## src/ffl_pkg.sv

```systemverilog
// shared constants for the fifo status flag generator
package ffl_pkg;

  // default 18-bit word depth of the smallest variant
  localparam int DEPTH18_DEF = 512;

  // register port
  localparam int          ADDR_W      = 5;
  localparam int          DATA_W      = 32;
  localparam logic [4:0]  ADDR_STATUS = 5'h00;
  localparam logic [4:0]  ADDR_MASK   = 5'h04;
  localparam logic [4:0]  ADDR_COUNT  = 5'h08;
  localparam logic [4:0]  ADDR_EOFS   = 5'h0c;
  localparam logic [4:0]  ADDR_FOFS   = 5'h10;
  localparam logic [4:0]  ADDR_CONFIG = 5'h14;

  // status and mask bit positions
  localparam int ST_FULL   = 0;
  localparam int ST_EMPTY  = 1;
  localparam int ST_AF     = 2;
  localparam int ST_AE     = 3;
  localparam int ST_REFUSE = 4;
  localparam int ST_W      = 5;

  // config readback bit positions
  localparam int CFG_SYNC   = 0;
  localparam int CFG_SERIAL = 1;
  localparam int CFG_FALL_THROUGH_MODE   = 2;
  localparam int CFG_X9     = 3;

  // flag pipeline depths
  localparam int FE_STAGES = 2;
  localparam int IR_STAGES = 2;
  localparam int OR_STAGES = 3;

  // threshold margins: standard vs fall-through
  localparam int FALL_THROUGH_MODE_EXTRA = 1;
  localparam int HF_STD     = 1;
  localparam int HF_FALL_THROUGH_MODE    = 2;
  localparam int AE_STD     = 1;
  localparam int AE_FALL_THROUGH_MODE    = 2;

  // default offset table, index {load_sel, sel0, sel1}
  typedef logic [7:0][15:0] ffl_ofs_tbl_t;
  localparam ffl_ofs_tbl_t OFS_TBL_DEF = {
    16'h0003, 16'h0007, 16'h000f, 16'h001f,
    16'h003f, 16'h00ff, 16'h01ff, 16'h007f
  };

  typedef enum logic {FFL_TIME_ASYNC, FFL_TIME_SYNC} ffl_timing_e;

endpackage

```

## src/ffl_flag_gen.sv

```systemverilog
// word counter and status flag generation for a bus-matching fifo
module ffl_flag_gen
  import ffl_pkg::*;
#(
  parameter int           DEPTH18 = DEPTH18_DEF,
  parameter ffl_ofs_tbl_t DEF_OFS = OFS_TBL_DEF
) (
  // clock and reset
  input  wire logic              mclk,
  input  wire logic              arst_n,
  // master reset and straps sampled during it
  input  wire logic              master_reset_n,
  input  wire logic              flag_timing_select,
  input  wire logic              offset_load_select,
  input  wire logic              default_offset_select0,
  input  wire logic              default_offset_select1,
  input  wire logic              fall_through_mode,
  input  wire logic              input_width,
  input  wire logic              output_width,
  // word events from writer and reader
  input  wire logic              wr_en,
  input  wire logic              rd_en,
  // status flags
  output logic                   full_flag_n,
  output logic                   empty_flag_n,
  output logic                   input_ready_n,
  output logic                   output_ready_n,
  output logic                   half_full_flag_n,
  output logic                   almost_full_flag_n,
  output logic                   almost_empty_flag_n,
  // register port
  input  wire logic [ADDR_W-1:0] reg_addr,
  input  wire logic [DATA_W-1:0] reg_wdata,
  input  wire logic              reg_wr,
  input  wire logic              reg_rd,
  output logic      [DATA_W-1:0] reg_rdata,
  output logic                   irq
);

  localparam int DMAX = 2 * DEPTH18;
  localparam int CW   = $clog2(DMAX + 2) + 1;
  localparam int OFW  = $clog2(DMAX);

  logic              mr;
  ffl_timing_e       timing_r;
  logic              serial_r;
  logic              fall_through_mode_r;
  logic              x9_r;
  logic [2:0]        ofs_code;
  logic [OFW-1:0]    def_ofs;
  logic [OFW-1:0]    eofs_r;
  logic [OFW-1:0]    fofs_r;
  logic [CW-1:0]     cnt_r;
  logic [CW-1:0]     cnt_nxt;
  logic [CW-1:0]     d_words;
  logic [CW-1:0]     cap;
  logic [CW-1:0]     th_hf;
  logic [CW-1:0]     th_af;
  logic [CW-1:0]     th_ae;
  logic              wr_ok;
  logic              rd_ok;
  logic              af_hit;
  logic              ae_low;
  logic              af_r;
  logic              af_nxt;
  logic              ae_r;
  logic              ae_nxt;
  logic              hf_r;
  logic              lvl_full_n;
  logic              lvl_empty_n;
  logic              lvl_ir_n;
  logic              lvl_or_n;
  logic              e_wr;
  logic              f_wr;
  logic              refuse;
  logic [ST_W-1:0]   ev;
  logic [ST_W-1:0]   status_r;
  logic [ST_W-1:0]   mask_r;
  logic [DATA_W-1:0] rdata_r;
  logic [DATA_W-1:0] rdata_nxt;
  logic              irq_r;
  logic [1:0]        settle_r;

  assign mr       = !master_reset_n;
  assign ofs_code = {offset_load_select, default_offset_select0,
                     default_offset_select1};
  assign def_ofs  = DEF_OFS[ofs_code][OFW-1:0];

  //////////////////////////////////////////////////////////////////////////
  // straps caught while master reset is held

  always_ff @(posedge mclk or negedge arst_n) begin
    if (!arst_n) begin
      timing_r <= FFL_TIME_ASYNC;
      serial_r <= 1'b0;
      fall_through_mode_r   <= 1'b0;
      x9_r     <= 1'b0;
    end else if (mr) begin
      timing_r <= flag_timing_select ? FFL_TIME_SYNC
                                     : FFL_TIME_ASYNC;
      serial_r <= offset_load_select;
      fall_through_mode_r   <= fall_through_mode;
      x9_r     <= !input_width && !output_width;
    end
  end

  //////////////////////////////////////////////////////////////////////////
  // thresholds

  always_comb begin
    d_words = x9_r ? CW'(DMAX) : CW'(DEPTH18);
    cap     = d_words + (fall_through_mode_r ? CW'(FALL_THROUGH_MODE_EXTRA) : '0);
    th_hf   = (d_words >> 1)
            + (fall_through_mode_r ? CW'(HF_FALL_THROUGH_MODE) : CW'(HF_STD));
    th_af   = cap - CW'(fofs_r);
    th_ae   = CW'(eofs_r)
            + (fall_through_mode_r ? CW'(AE_FALL_THROUGH_MODE) : CW'(AE_STD));
  end

  //////////////////////////////////////////////////////////////////////////
  // word count; full and empty block the offending side

  assign wr_ok = wr_en && (cnt_r != cap);
  assign rd_ok = rd_en && (cnt_r != '0);

  always_comb begin
    cnt_nxt = cnt_r;
    if (wr_ok && !rd_ok) begin
      cnt_nxt = cnt_r + CW'(1);
    end else if (rd_ok && !wr_ok) begin
      cnt_nxt = cnt_r - CW'(1);
    end
  end

  always_ff @(posedge mclk or negedge arst_n) begin
    if (!arst_n) begin
      cnt_r <= '0;
    end else if (mr) begin
      cnt_r <= '0;
    end else begin
      cnt_r <= cnt_nxt;
    end
  end

  //////////////////////////////////////////////////////////////////////////
  // programmable offsets

  assign e_wr   = reg_wr && (reg_addr == ADDR_EOFS) && !mr;
  assign f_wr   = reg_wr && (reg_addr == ADDR_FOFS) && !mr;
  // out-of-range writes are dropped and flagged, not clipped
  assign refuse = (e_wr || f_wr) && (reg_wdata >= DATA_W'(d_words));

  always_ff @(posedge mclk or negedge arst_n) begin
    if (!arst_n) begin
      eofs_r <= OFS_TBL_DEF[0][OFW-1:0];
      fofs_r <= OFS_TBL_DEF[0][OFW-1:0];
    end else if (mr) begin
      eofs_r <= def_ofs;
      fofs_r <= def_ofs;
    end else if (!refuse) begin
      if (e_wr) begin
        eofs_r <= reg_wdata[OFW-1:0];
      end
      if (f_wr) begin
        fofs_r <= reg_wdata[OFW-1:0];
      end
    end
  end

  //////////////////////////////////////////////////////////////////////////
  // almost-full and almost-empty with selectable timing

  assign af_hit = cnt_nxt >= th_af;
  assign ae_low = cnt_nxt < th_ae;

  always_comb begin
    af_nxt = af_r;
    ae_nxt = ae_r;
    if (timing_r == FFL_TIME_SYNC) begin
      if (wr_en) begin
        af_nxt = !af_hit;
      end
      if (rd_en) begin
        ae_nxt = !ae_low;
      end
    end else begin
      if (wr_en && af_hit) begin
        af_nxt = 1'b0;
      end else if (rd_en && !af_hit) begin
        af_nxt = 1'b1;
      end
      if (rd_en && ae_low) begin
        ae_nxt = 1'b0;
      end else if (wr_en && !ae_low) begin
        ae_nxt = 1'b1;
      end
    end
  end

  always_ff @(posedge mclk or negedge arst_n) begin
    if (!arst_n) begin
      af_r <= 1'b1;
      ae_r <= 1'b0;
    end else if (mr) begin
      af_r <= 1'b1;
      ae_r <= 1'b0;
    end else begin
      af_r <= af_nxt;
      ae_r <= ae_nxt;
    end
  end

  always_ff @(posedge mclk or negedge arst_n) begin
    if (!arst_n) begin
      hf_r <= 1'b1;
    end else if (mr) begin
      hf_r <= 1'b1;
    end else begin
      hf_r <= cnt_nxt < th_hf;
    end
  end

  assign almost_full_flag_n  = af_r;
  assign almost_empty_flag_n = ae_r;
  assign half_full_flag_n    = hf_r;

  //////////////////////////////////////////////////////////////////////////
  // full/empty and ready flags through their register stages

  assign lvl_full_n  = cnt_r != cap;
  assign lvl_empty_n = cnt_r != '0;
  assign lvl_ir_n    = cnt_r == cap;
  assign lvl_or_n    = cnt_r == '0;

  ffl_stage_pipe #(.STAGES(FE_STAGES), .RST_VAL(1'b1)) u_full (
    .mclk   (mclk),
    .arst_n (arst_n),
    .d      (lvl_full_n),
    .q      (full_flag_n)
  );

  ffl_stage_pipe #(.STAGES(FE_STAGES), .RST_VAL(1'b0)) u_empty (
    .mclk   (mclk),
    .arst_n (arst_n),
    .d      (lvl_empty_n),
    .q      (empty_flag_n)
  );

  ffl_stage_pipe #(.STAGES(IR_STAGES), .RST_VAL(1'b0)) u_ir (
    .mclk   (mclk),
    .arst_n (arst_n),
    .d      (lvl_ir_n),
    .q      (input_ready_n)
  );

  ffl_stage_pipe #(.STAGES(OR_STAGES), .RST_VAL(1'b1)) u_or (
    .mclk   (mclk),
    .arst_n (arst_n),
    .d      (lvl_or_n),
    .q      (output_ready_n)
  );

  //////////////////////////////////////////////////////////////////////////
  // interrupt status, mask and register reads

  always_comb begin
    ev            = '0;
    ev[ST_FULL]   = wr_ok && !rd_ok && (cnt_nxt == cap);
    ev[ST_EMPTY]  = rd_ok && !wr_ok && (cnt_nxt == '0);
    ev[ST_AF]     = af_r && !af_nxt && !mr;
    ev[ST_AE]     = ae_r && !ae_nxt && !mr;
    ev[ST_REFUSE] = refuse;
  end

  always_ff @(posedge mclk or negedge arst_n) begin
    if (!arst_n) begin
      status_r <= '0;
    end else if (reg_wr && (reg_addr == ADDR_STATUS)) begin
      // a new event wins over a clear in the same cycle
      status_r <= (status_r & ~reg_wdata[ST_W-1:0]) | ev;
    end else begin
      status_r <= status_r | ev;
    end
  end

  always_ff @(posedge mclk or negedge arst_n) begin
    if (!arst_n) begin
      mask_r <= '0;
    end else if (reg_wr && (reg_addr == ADDR_MASK)) begin
      mask_r <= reg_wdata[ST_W-1:0];
    end
  end

  always_ff @(posedge mclk or negedge arst_n) begin
    if (!arst_n) begin
      irq_r <= 1'b0;
    end else begin
      irq_r <= |(status_r & mask_r);
    end
  end

  always_comb begin
    rdata_nxt = '0;
    if (reg_rd) begin
      case (reg_addr)
        ADDR_STATUS: rdata_nxt = DATA_W'(status_r);
        ADDR_MASK:   rdata_nxt = DATA_W'(mask_r);
        ADDR_COUNT:  rdata_nxt = DATA_W'(cnt_r);
        ADDR_EOFS:   rdata_nxt = DATA_W'(eofs_r);
        ADDR_FOFS:   rdata_nxt = DATA_W'(fofs_r);
        ADDR_CONFIG: begin
          rdata_nxt[CFG_SYNC]   = timing_r == FFL_TIME_SYNC;
          rdata_nxt[CFG_SERIAL] = serial_r;
          rdata_nxt[CFG_FALL_THROUGH_MODE]   = fall_through_mode_r;
          rdata_nxt[CFG_X9]     = x9_r;
        end
        default:     rdata_nxt = '0;
      endcase
    end
  end

  always_ff @(posedge mclk or negedge arst_n) begin
    if (!arst_n) begin
      rdata_r <= '0;
    end else begin
      rdata_r <= rdata_nxt;
    end
  end

  assign reg_rdata = rdata_r;
  assign irq       = irq_r;

  //////////////////////////////////////////////////////////////////////////
  // checks

  // pipelines hold reset values until they have refilled
  always_ff @(posedge mclk or negedge arst_n) begin
    if (!arst_n) begin
      settle_r <= '0;
    end else if (settle_r != 2'h3) begin
      settle_r <= settle_r + 2'h1;
    end
  end
endmodule // ffl_flag_gen

```

## src/ffl_stage_pipe.sv

```systemverilog
// register chain that delays a flag by a fixed number of stages
module ffl_stage_pipe #(
  parameter int   STAGES  = 2,
  parameter logic RST_VAL = 1'b1
) (
  // clock and reset
  input  wire logic mclk,
  input  wire logic arst_n,
  // flag in and out
  input  wire logic d,
  output logic      q
);

  logic [STAGES-1:0] stg_r;

  always_ff @(posedge mclk or negedge arst_n) begin
    if (!arst_n) begin
      stg_r <= {STAGES{RST_VAL}};
    end else begin
      stg_r <= {stg_r[STAGES-2:0], d};
    end
  end

  assign q = stg_r[STAGES-1];

endmodule // ffl_stage_pipe

```

## config.mk

```make
export PLATFORM = sky130hd
export DESIGN_NAME = ffl_flag_gen
export DESIGN_NICKNAME = d
export VERILOG_FILES = /design/src/ffl_pkg.sv /design/src/ffl_flag_gen.sv /design/src/ffl_stage_pipe.sv
export SDC_FILE = /design/constraint.sdc
export NUM_CORES = 1
export LEC_CHECK = 0
export BUFFER_PORTS_ARGS = -buffer_cell sky130_fd_sc_hd__buf_2
export CORE_MARGIN = 2
export CORE_UTILIZATION = 45
export DETAILED_ROUTE_END_ITERATION = 16
export PLACE_DENSITY_LB_ADDON = 0.25
export REMOVE_ABC_BUFFERS = 1
export SYNTH_ARGS = -nofsm -noshare
export SYNTH_HDL_FRONTEND = slang
export SYNTH_SLANG_ARGS = --single-unit
```

## constraint.sdc

```tcl
create_clock -name mclk -period 8.65 [get_ports mclk]
set_input_delay 0.4325 -clock mclk [delete_from_list [all_inputs] [get_ports mclk]]
set_output_delay 0.4325 -clock mclk [all_outputs]
set_load 0.1 [all_outputs]
```

==> results of run 1 <==
-- flip-flops by register name, indices dropped and copies added, names as in the netlist --
register / flops
cnt_r: 12
reg_rdata: 12
eofs_r: 10
fofs_r: 10
mask_r: 5
status_r: 5
u_or.stg_r: 3
u_empty.stg_r: 2
u_full.stg_r: 2
u_ir.stg_r: 2
almost_empty_flag_n: 1
almost_full_flag_n: 1
fall_through_mode_r: 1
half_full_flag_n: 1
irq: 1
serial_r: 1
timing_r: 1
x9_r: 1
-- worst max-delay path, cell delays in order, from the launching register on --
cell and delay [ns]:
dfrtp_1 0.44, inv_1 0.15, ha_1 0.22, or3b_2 0.51
o31ai_4 0.42, o211ai_4 0.24, or4_1 0.54, a21oi_1 0.17
xnor2_1 0.27, inv_1 0.13, ha_1 0.32, nor2b_1 0.13
o21ai_0 0.14, nand2b_1 0.09, or4_1 0.39, a21oi_1 0.16
o32ai_1 0.11, nand2_1 0.09
-- area by class of cell --
| class | count | share of cell area (%) |
|---|---|---|
| multi-input combinational | 397 | 52.8 |
| clock buffer | 10 | 2.31 |
| sequential | 71 | 32.6 |
| timing repair buffer | 71 | 6.46 |
| tap | 140 | 3.16 |
| inverter | 30 | 2.03 |
| clock inverter | 6 | 0.701 |
-- power by group --
part           internal, mW  switching [mW]
clock                 0.103           0.133
combinational         0.397           0.651
sequential            0.405          0.0921
total                 0.904           0.876
-- cell families (layout without fill, tap and decap cells) --
group | count (synthesis) | after routing | synth area share, %
buf+inv | 72 | 117 | 7.00
mux | 42 | 42 | 8.93
flops | 71 | 71 | 36.0
other cells | 1 | 20 | 0.0750
simple gates | 181 | 181 | 19.5
xor+xnor | 25 | 25 | 4.38
fa+ha+maj | 40 | 40 | 10.2
compound gates | 89 | 89 | 13.9
-- through the flow --
stage	hold WS [ns]	utilization (%)
2_1_floorplan	0.137	-
3_3_place_gp	0.337	49.5
3_5_place_dp	0.337	49.5
4_1_cts	0.268	51.1
5_1_grt	0.279	51.1
6_report	0.270	51.1
-- Yosys cell counts, types with 3 or more instances --
cell type	count
a21o_1	10
a31oi_1	5
and3_1	8
nor3_1	12
or2_2	4
nand3b_1	5
inv_1	30
dfrtp_1	50
nor4_1	9
nand3_1	20
buf_4	20
a21oi_1	17
or3_1	6
nor3b_1	4
o21bai_1	6
a22oi_1	7
mux2i_1	30
buf_2	4
o21ai_0	10
and2_1	11
o31ai_1	3
nand4_1	4
dfstp_2	21
or4_1	5
nand2_1	34
clkbuf_1	18
ha_1	39
mux2_2	11
a222oi_1	10
nor2_1	37
nor2b_1	5
xor2_1	8
xnor2_1	17
-- worst paths after layout --
check	startpoint	end	slack [ns]
hold / removal	arst_n	cnt_r[5]$_DFF_PN0_	0.27
setup / recovery	cnt_r[0]$_DFF_PN0_	almost_full_flag_n$_DFF_PN1_	4.07
max in group asynchronous	arst_n	x9_r$_DFFE_PN0N_	7.80
hold reg to reg	u_ir.stg_r[0]$_DFF_PN0_	u_ir.stg_r[1]$_DFF_PN0_	0.35
setup reg to reg	cnt_r[0]$_DFF_PN0_	almost_full_flag_n$_DFF_PN1_	4.07
min in group mclk	default_offset_select0	eofs_r[3]$_DFFE_PN1P_	0.27
-- layer usage --
layer	GRT usage, %	up-vias	routed length, µm
met1	32.8	2023	6020
met5	0	-	0
li1	-	1972	-
met3	4.92	26	1090
met2	38.2	188	6340
met4	9.40	0	318
==> flow_metrics.tcl, run 1 <==
set metrics [dict create \
    grt_usage_pct 24.3 \
    ctsResizeCount 0 \
    final_cell_mix "70 x buf_2, 50 x dfrtp_1, 39 x ha_1" \
    regArea_um2 1800 \
    clockBufferDepth 2 \
    timing.fmax_mhz 218 \
    final_layout_size_suffix_gt1_share_pct 23.9 \
    syn_inst 521 \
    final_cell_count_no_fill 725 \
    initial_core_util_pct 46.1 \
    drv_cap 0 \
    crit_required_ns 8.95 \
    syn_avg_cell_area_um2 9.60 \
    fin_setup_tns_ns 0 \
    cts_tree "yes" \
    tritoncts.num_buffers 9 \
    grt_max_degree 72 \
    clock-sinks 71 \
    fin_area_um2 5540 \
    preCtsSetupSlack_ns 4.11 \
    synth_top_cell_by_area "dfrtp_1" \
    wl_um 13800 \
    setup_viol 0 \
    relSlewSlack_pct 39.8 \
    cts_hold_buf 0 \
    vias_per_cell 5.81 \
    ys_warn_count 0 \
    synth_edf_count 0 \
    die-area_um2 12000 \
    finalCritPeriodShare_pct 53.0 \
    grt_setup_unrepaired "false" \
    fp.coreArea_um2 10800 \
    n_antenna_cell 0 \
    setup_slack_ns 4.07 \
    nFillCells 1023 \
    skew_ns 0.0149 \
    cts_root_buf "clkbuf_8" \
    ant_nets 0 \
    rr_worst_depth 17 \
    path_clk_slew_ns 0.08 \
    arrival_ns 4.88 \
    finalPower_mw 1.78 \
    gp_congestion 0.918 \
    grt_overflow 0 \
    drt-initial-drc-count 294 \
    yosys.cell_types.count 67 \
    ir_drop_v 0.000196 \
    seq_area_frac_synth_pct 36.0 \
    crit_type "reg2reg" \
    syn2layout_area_growth_pct 10.7 \
    ios 91 \
    place_area_um2 5370 \
    dp_cells 709 \
    syn-cell-area_um2 5000 \
    port_buffers 70 \
    antenna_found_initial 0 \
    die_width_um 109 \
    cp_max_fo 9 \
    holdCritPathClass "in2async" \
    htree_levels 3 \
    hold_violations 0 \
    final_common_cell "buf_2" \
    status "finished, final reports clean" \
    synth.top_cell.area_share_pct 25.0 \
    core.rowCount 38 \
    clock_latency_ns 0.37 \
    grt_pass1_vias 4075 \
    yosys_register_bits 71 \
    end_kind "flop" \
    final_net_count 671 \
    leakage_nw 2.76 \
    grt_pass1_wl_um 21700 \
    synth_ff_type "dfrtp_1" \
    worst_pin_slew_ns 0.903 \
    power.density_nw_per_um2 322 \
    fp.dieH_um 109 \
    wl_per_cell_um 19.0 \
    post-cts-setup-buffers 0 \
    report.final.slew_viol_count 0 \
    vias 4209 \
    crit_path_start_kind "flop" \
    post-route-min-period_ns 4.58 \
    async_flop_share_pct 100 \
    dp_hpwl_um 10700 \
    synthTopCellsByArea "dfrtp_1 25%, dfstp_2 11%, ha_1 9.8%" \
    first_pass_iters 5 \
    drc 0 \
    multi_input_area_um2 2920 \
]
Note: power is estimated with default switching activity, not from simulation.
==> run 2, diff against run 1 <==
- clock period: 8.65 -> 4.6 ns (I/O delays scaled with it)
==> flow_metrics.tcl, run 2 (synthesis results as in run 1) <==
set metrics [dict create \
    status "finished, final reports clean" \
    cp_slowest_stage_delay_ns 0.53 \
    final_layout_size_suffix_gt1_share_pct 25.7 \
    fp.dieH_um 109 \
    ios 91 \
    relSlewSlack_pct 40.7 \
    crit_type "reg2reg" \
    hold_violations 0 \
    final_cell_mix "70 x buf_2, 50 x dfrtp_1, 39 x ha_1" \
    cp_cell_sequence "inv_2 -> ha_1 -> or3b_2 -> o31ai_4 -> o211ai_4 -> or4_1 -> a21oi_1 -> xnor2_1 -> inv_1 -> ha_1 -> nor2b_1 -> o21ai_0 -> nand2b_1 -> or4_1 -> a21oi_1 -> o32ai_1 -> nand2_1" \
    grt_overflow 0 \
    cts_hold_buf 0 \
    clock-sinks 71 \
    ant_nets 0 \
    ir_drop_v 0.000327 \
    cts_tree "yes" \
    critPathTopFamily "simple AND/OR/NAND/NOR gates" \
    gp_congestion 0.944 \
    fin_setup_tns_ns 0 \
    final_net_count 682 \
    tritoncts.num_buffers 9 \
    first_pass_iters 5 \
    grt_usage_pct 24.8 \
    setup_viol 0 \
    drv_cap 0 \
    report.final.slew_viol_count 0 \
    initial_core_util_pct 46.1 \
    wl_per_cell_um 19.2 \
    htree_levels 3 \
    post-route-min-period_ns 4.27 \
    cp_max_fo 9 \
    crit_path_start_kind "flop" \
    arrival_ns 4.58 \
    path_clk_slew_ns 0.08 \
    clockBufferDepth 2 \
    grt_max_degree 72 \
    timing.fmax_mhz 234 \
    vias 4327 \
    drt-initial-drc-count 438 \
    cts_root_buf "clkbuf_8" \
    clock_latency_ns 0.38 \
    fp.coreArea_um2 10800 \
    crit_required_ns 4.91 \
    skew_ns 0.0105 \
    antenna_found_initial 0 \
    power.density_nw_per_um2 631 \
    rrSetupSlack_ns 0.33 \
    core.rowCount 38 \
    holdCritPathClass "in2async" \
    die_width_um 109 \
    cp-startpoint "cnt_r[0]$_DFF_PN0_" \
    syn2layout_area_growth_pct 13.7 \
    final_cell_count_no_fill 736 \
    n_antenna_cell 0 \
    grt_pass1_vias 3978 \
    final_common_cell "buf_2" \
    nFillCells 1010 \
    dp_cells 719 \
    vias_per_cell 5.88 \
    path_buf_inv 2 \
    finalCritPeriodShare_pct 92.8 \
    crit_slowest_cell "or4_1" \
    die-area_um2 12000 \
    wl_um 14200 \
    port_buffers 70 \
    dp_hpwl_um 11000 \
    grt_pass1_wl_um 22200 \
    drc 0 \
    end_kind "flop" \
    leakage_nw 2.85 \
    worst_pin_slew_ns 0.890 \
    r2r-start "cnt_r[0]$_DFF_PN0_" \
]
==> run 2: cell types whose count changed in the layout (fill, tap and decap cells not counted), sizes merged <==
cell	delta
buf	+11
bufinv	+2
clkbuf	+2
clkinv	-4
clkinvlp	-1
inv	+1
==> run 2: worst reg2reg max path, cell delays in order, from the launching register on <==
cell and delay (ns):
dfrtp_1 0.45, inv_2 0.13, ha_1 0.21, or3b_2 0.50, o31ai_4 0.26, o211ai_4 0.20, or4_1 0.53, a21oi_1 0.19
xnor2_1 0.18, inv_1 0.10, ha_1 0.31, nor2b_1 0.13, o21ai_0 0.15, nand2b_1 0.09, or4_1 0.39, a21oi_1 0.18
o32ai_1 0.12, nand2_1 0.08
==> run 2: metrics by stage <==
stage | instance area, µm² | power (mW) | util, % | setup WS [ns] | hold WS, ns
after global routing | 5690 | 3.83 | 52.5 | -0.00263 | 0.0830
after floorplan | 4840 | 2.39 | - | 0.418 | -0.0656
after detailed placement | 5440 | 2.96 | 50.2 | 0.180 | 0.337
final | 5690 | 3.59 | 52.5 | 0.331 | 0.0582
after CTS | 5680 | 3.57 | 52.4 | 0.107 | 0.0699
after global placement | 5440 | 2.93 | 50.2 | 0.288 | 0.337
==> run 2: path summary, 6_finish.rpt <==
path | end | cells past startpoint
worst min-delay path | cnt_r[7]$_DFF_PN0_ | 2
min in group mclk | fofs_r[3]$_DFFE_PN1P_ | 2
worst max-delay path | almost_full_flag_n$_DFF_PN1_ | 17
worst max register to register | almost_full_flag_n$_DFF_PN1_ | 17
max in group asynchronous | serial_r$_DFFE_PN0N_ | 2
worst min register to register | u_or.stg_r[1]$_DFF_PN1_ | 0
==> run 2: cell type report <==
cell class | count | area (µm²) | area share [%]
clock inverters | 4 | 76.3 | 1.34
multi-input cells | 397 | 2930 | 51.4
flip-flops and latches | 71 | 1800 | 31.7
inverters | 30 | 113 | 1.98
well taps | 140 | 175 | 3.08
repair buffers | 82 | 440 | 7.74
clock buffers | 12 | 155 | 2.73
==> run 2: power breakdown <==
part / total (mW) / internal (mW) / switching [mW]
Clock: 0.592 / 0.337 / 0.255
Combinational: 2.10 / 0.811 / 1.29
Sequential: 0.896 / 0.762 / 0.134
==> run 2: routing by layer <==
layer	GRT usage, %	wire (µm)
met3	5.63	1250
met2	40.9	6820
met5	0	0
met4	5.97	284
met1	33.1	5810
==> run 2: repair_timing <==
action	CTS	global route
resized for setup	0	2
setup endpoints to repair	0	4
setup buffers	0	1
==> run 3, diff against run 2 <==
- CORE_UTILIZATION: 45 -> 40
==> flow_metrics.tcl, run 3 (synthesis results as in run 1) <==
set metrics [dict create \
    status "finished, final reports clean" \
    die_width_um 116 \
    path_buf_inv 2 \
    crit_path_start_kind "flop" \
    wl_per_cell_um 18.5 \
    fin_area_um2 5800 \
    die-area_um2 13400 \
    place_area_um2 5470 \
    crit_required_ns 4.87 \
    ios 91 \
    final_common_cell "buf_2" \
    relSlewSlack_pct 37.8 \
    dp_hpwl_um 10800 \
    path_clk_slew_ns 0.06 \
    grt_max_degree 72 \
    cp_cell_sequence "inv_1 -> ha_1 -> or3b_2 -> o31ai_4 -> o211ai_4 -> or4_1 -> a21oi_1 -> xnor2_1 -> inv_1 -> ha_1 -> nor2b_1 -> o21ai_0 -> nand2b_1 -> or4_1 -> a21oi_1 -> o32ai_1 -> nand2_1" \
    syn2layout_area_growth_pct 15.9 \
    gp_congestion 0.895 \
    cp_max_fo 7 \
    vias 4234 \
    tritoncts.num_buffers 9 \
    port_buffers 70 \
    final_cell_mix "69 x buf_2, 50 x dfrtp_1, 39 x ha_1" \
    final_net_count 683 \
    first_pass_iters 5 \
    critPathTopFamily "simple AND/OR/NAND/NOR gates" \
    holdCritPathClass "in2async" \
    finalCritPeriodShare_pct 93.8 \
    core.rowCount 40 \
    clock_latency_ns 0.34 \
    worst_pin_slew_ns 0.933 \
    setup_viol 0 \
    drv_cap 0 \
    rr_worst_depth 17 \
    crit_type "reg2reg" \
    dp_cells 745 \
    ant_nets 0 \
    r2r-start "cnt_r[0]$_DFF_PN0_" \
    end_kind "flop" \
    finalPower_mw 3.69 \
    post-route-min-period_ns 4.32 \
    skew_ns 0.00911 \
    n_antenna_cell 0 \
    crit_slowest_cell "or4_1" \
    report.final.slew_viol_count 0 \
    arrival_ns 4.59 \
    fp.coreArea_um2 12100 \
    setup_slack_ns 0.283 \
    wl_um 14100 \
    ir_drop_v 0.000297 \
    final_cell_count_no_fill 765 \
    grt_setup_unrepaired "false" \
    power.density_nw_per_um2 636 \
    fp.dieH_um 116 \
    finish.utilization_pct 47.9 \
    nFillCells 1184 \
    vias_per_cell 5.53 \
    drt-initial-drc-count 326 \
    cts_tree "yes" \
    preCtsSetupSlack_ns 0.264 \
    antenna_found_initial 0 \
    initial_core_util_pct 41.3 \
    timing.fmax_mhz 232 \
    grt_usage_pct 22.2 \
    fin_setup_tns_ns 0 \
    rrSetupSlack_ns 0.28 \
    cp_slowest_stage_delay_ns 0.52 \
    cts_root_buf "clkbuf_16" \
    final_layout_size_suffix_gt1_share_pct 25.3 \
    leakage_nw 2.89 \
    clockBufferDepth 2 \
    whs_ns 0.00115 \
    htree_levels 3 \
    grt_pass1_vias 4157 \
    hold_violations 0 \
    reg2reg_to "almost_full_flag_n$_DFF_PN1_" \
    grt_pass1_wl_um 22400 \
    clock-sinks 71 \
    cts_hold_buf 0 \
    grt_overflow 0 \
    drc 0 \
]
run 3: cell count changes in the layout (fill, tap and decap cells not counted), sizes merged:
cell    delta
inv        -1
clkbuf     +1
bufinv     -1
buf        +1
clkinv     +1
run 3: power breakdown:
| group | switching, mW | internal [mW] | total, mW | leakage [nW] |
|---|---|---|---|---|
| logic | 1.26 | 0.821 | 2.08 | 1.87 |
| clock network | 0.261 | 0.434 | 0.695 | 0.140 |
| registers | 0.154 | 0.763 | 0.917 | 0.878 |
| total | 1.67 | 2.02 | 3.69 | 2.89 |
run 3: how the worst max path moves through the flow:
stage	depth (start not counted)	slack (ns)	from	endpoint
6_report	17	0.28	cnt_r[0]$_DFF_PN0_	almost_full_flag_n$_DFF_PN1_
5_1_grt	17	0.02	cnt_r[0]$_DFF_PN0_	almost_full_flag_n$_DFF_PN1_
4_1_cts	17	0.24	cnt_r[0]$_DFF_PN0_	almost_full_flag_n$_DFF_PN1_
3_5_place_dp	17	0.26	cnt_r[0]$_DFF_PN0_	almost_full_flag_n$_DFF_PN1_
3_3_place_gp	17	0.41	cnt_r[0]$_DFF_PN0_	almost_full_flag_n$_DFF_PN1_
2_1_floorplan	17	0.42	cnt_r[0]$_DFF_PN0_	almost_full_flag_n$_DFF_PN1_
run 3: area by class of cell:
cell class / count / area [µm²] / share of cell area, %
Multi-Input combinational cell: 397 / 2930 / 50.5
Sequential cell: 71 / 1800 / 31.1
Timing Repair Buffer: 83 / 450 / 7.77
Clock buffer: 13 / 250 / 4.32
Tap cell: 168 / 210 / 3.63
Inverter: 30 / 113 / 1.94
Clock inverter: 3 / 42.5 / 0.734
run 3: what timing repair did:
item | 4_1_cts | 5_1_grt
buffers inserted | 0 | 4
gates resized for setup | 0 | 1
endpoints found under the setup margin | 0 | 1
run 3: per-layer routing:
metal  vias to the layer above  GRT usage [%]  share of wire, %
met5                         -              0                 0
met4                         0           9.05               3.6
met3                        37           5.86               7.3
met2                       189           35.7                46
met1                      2013           28.6                43
li1                       1995              -                 -
run 3: worst reg2reg max path, delay by kind of cell (launching register included):
family                   cells  cell delay, ns
XOR/XNOR                     1            0.17
flip-flops                   1            0.43
buffers and inverters        2            0.26
AND/OR/NAND/NOR              6            1.74
AO/OA/AOI/OAI                6            1.12
adder cells (fa/ha/maj)      2            0.55
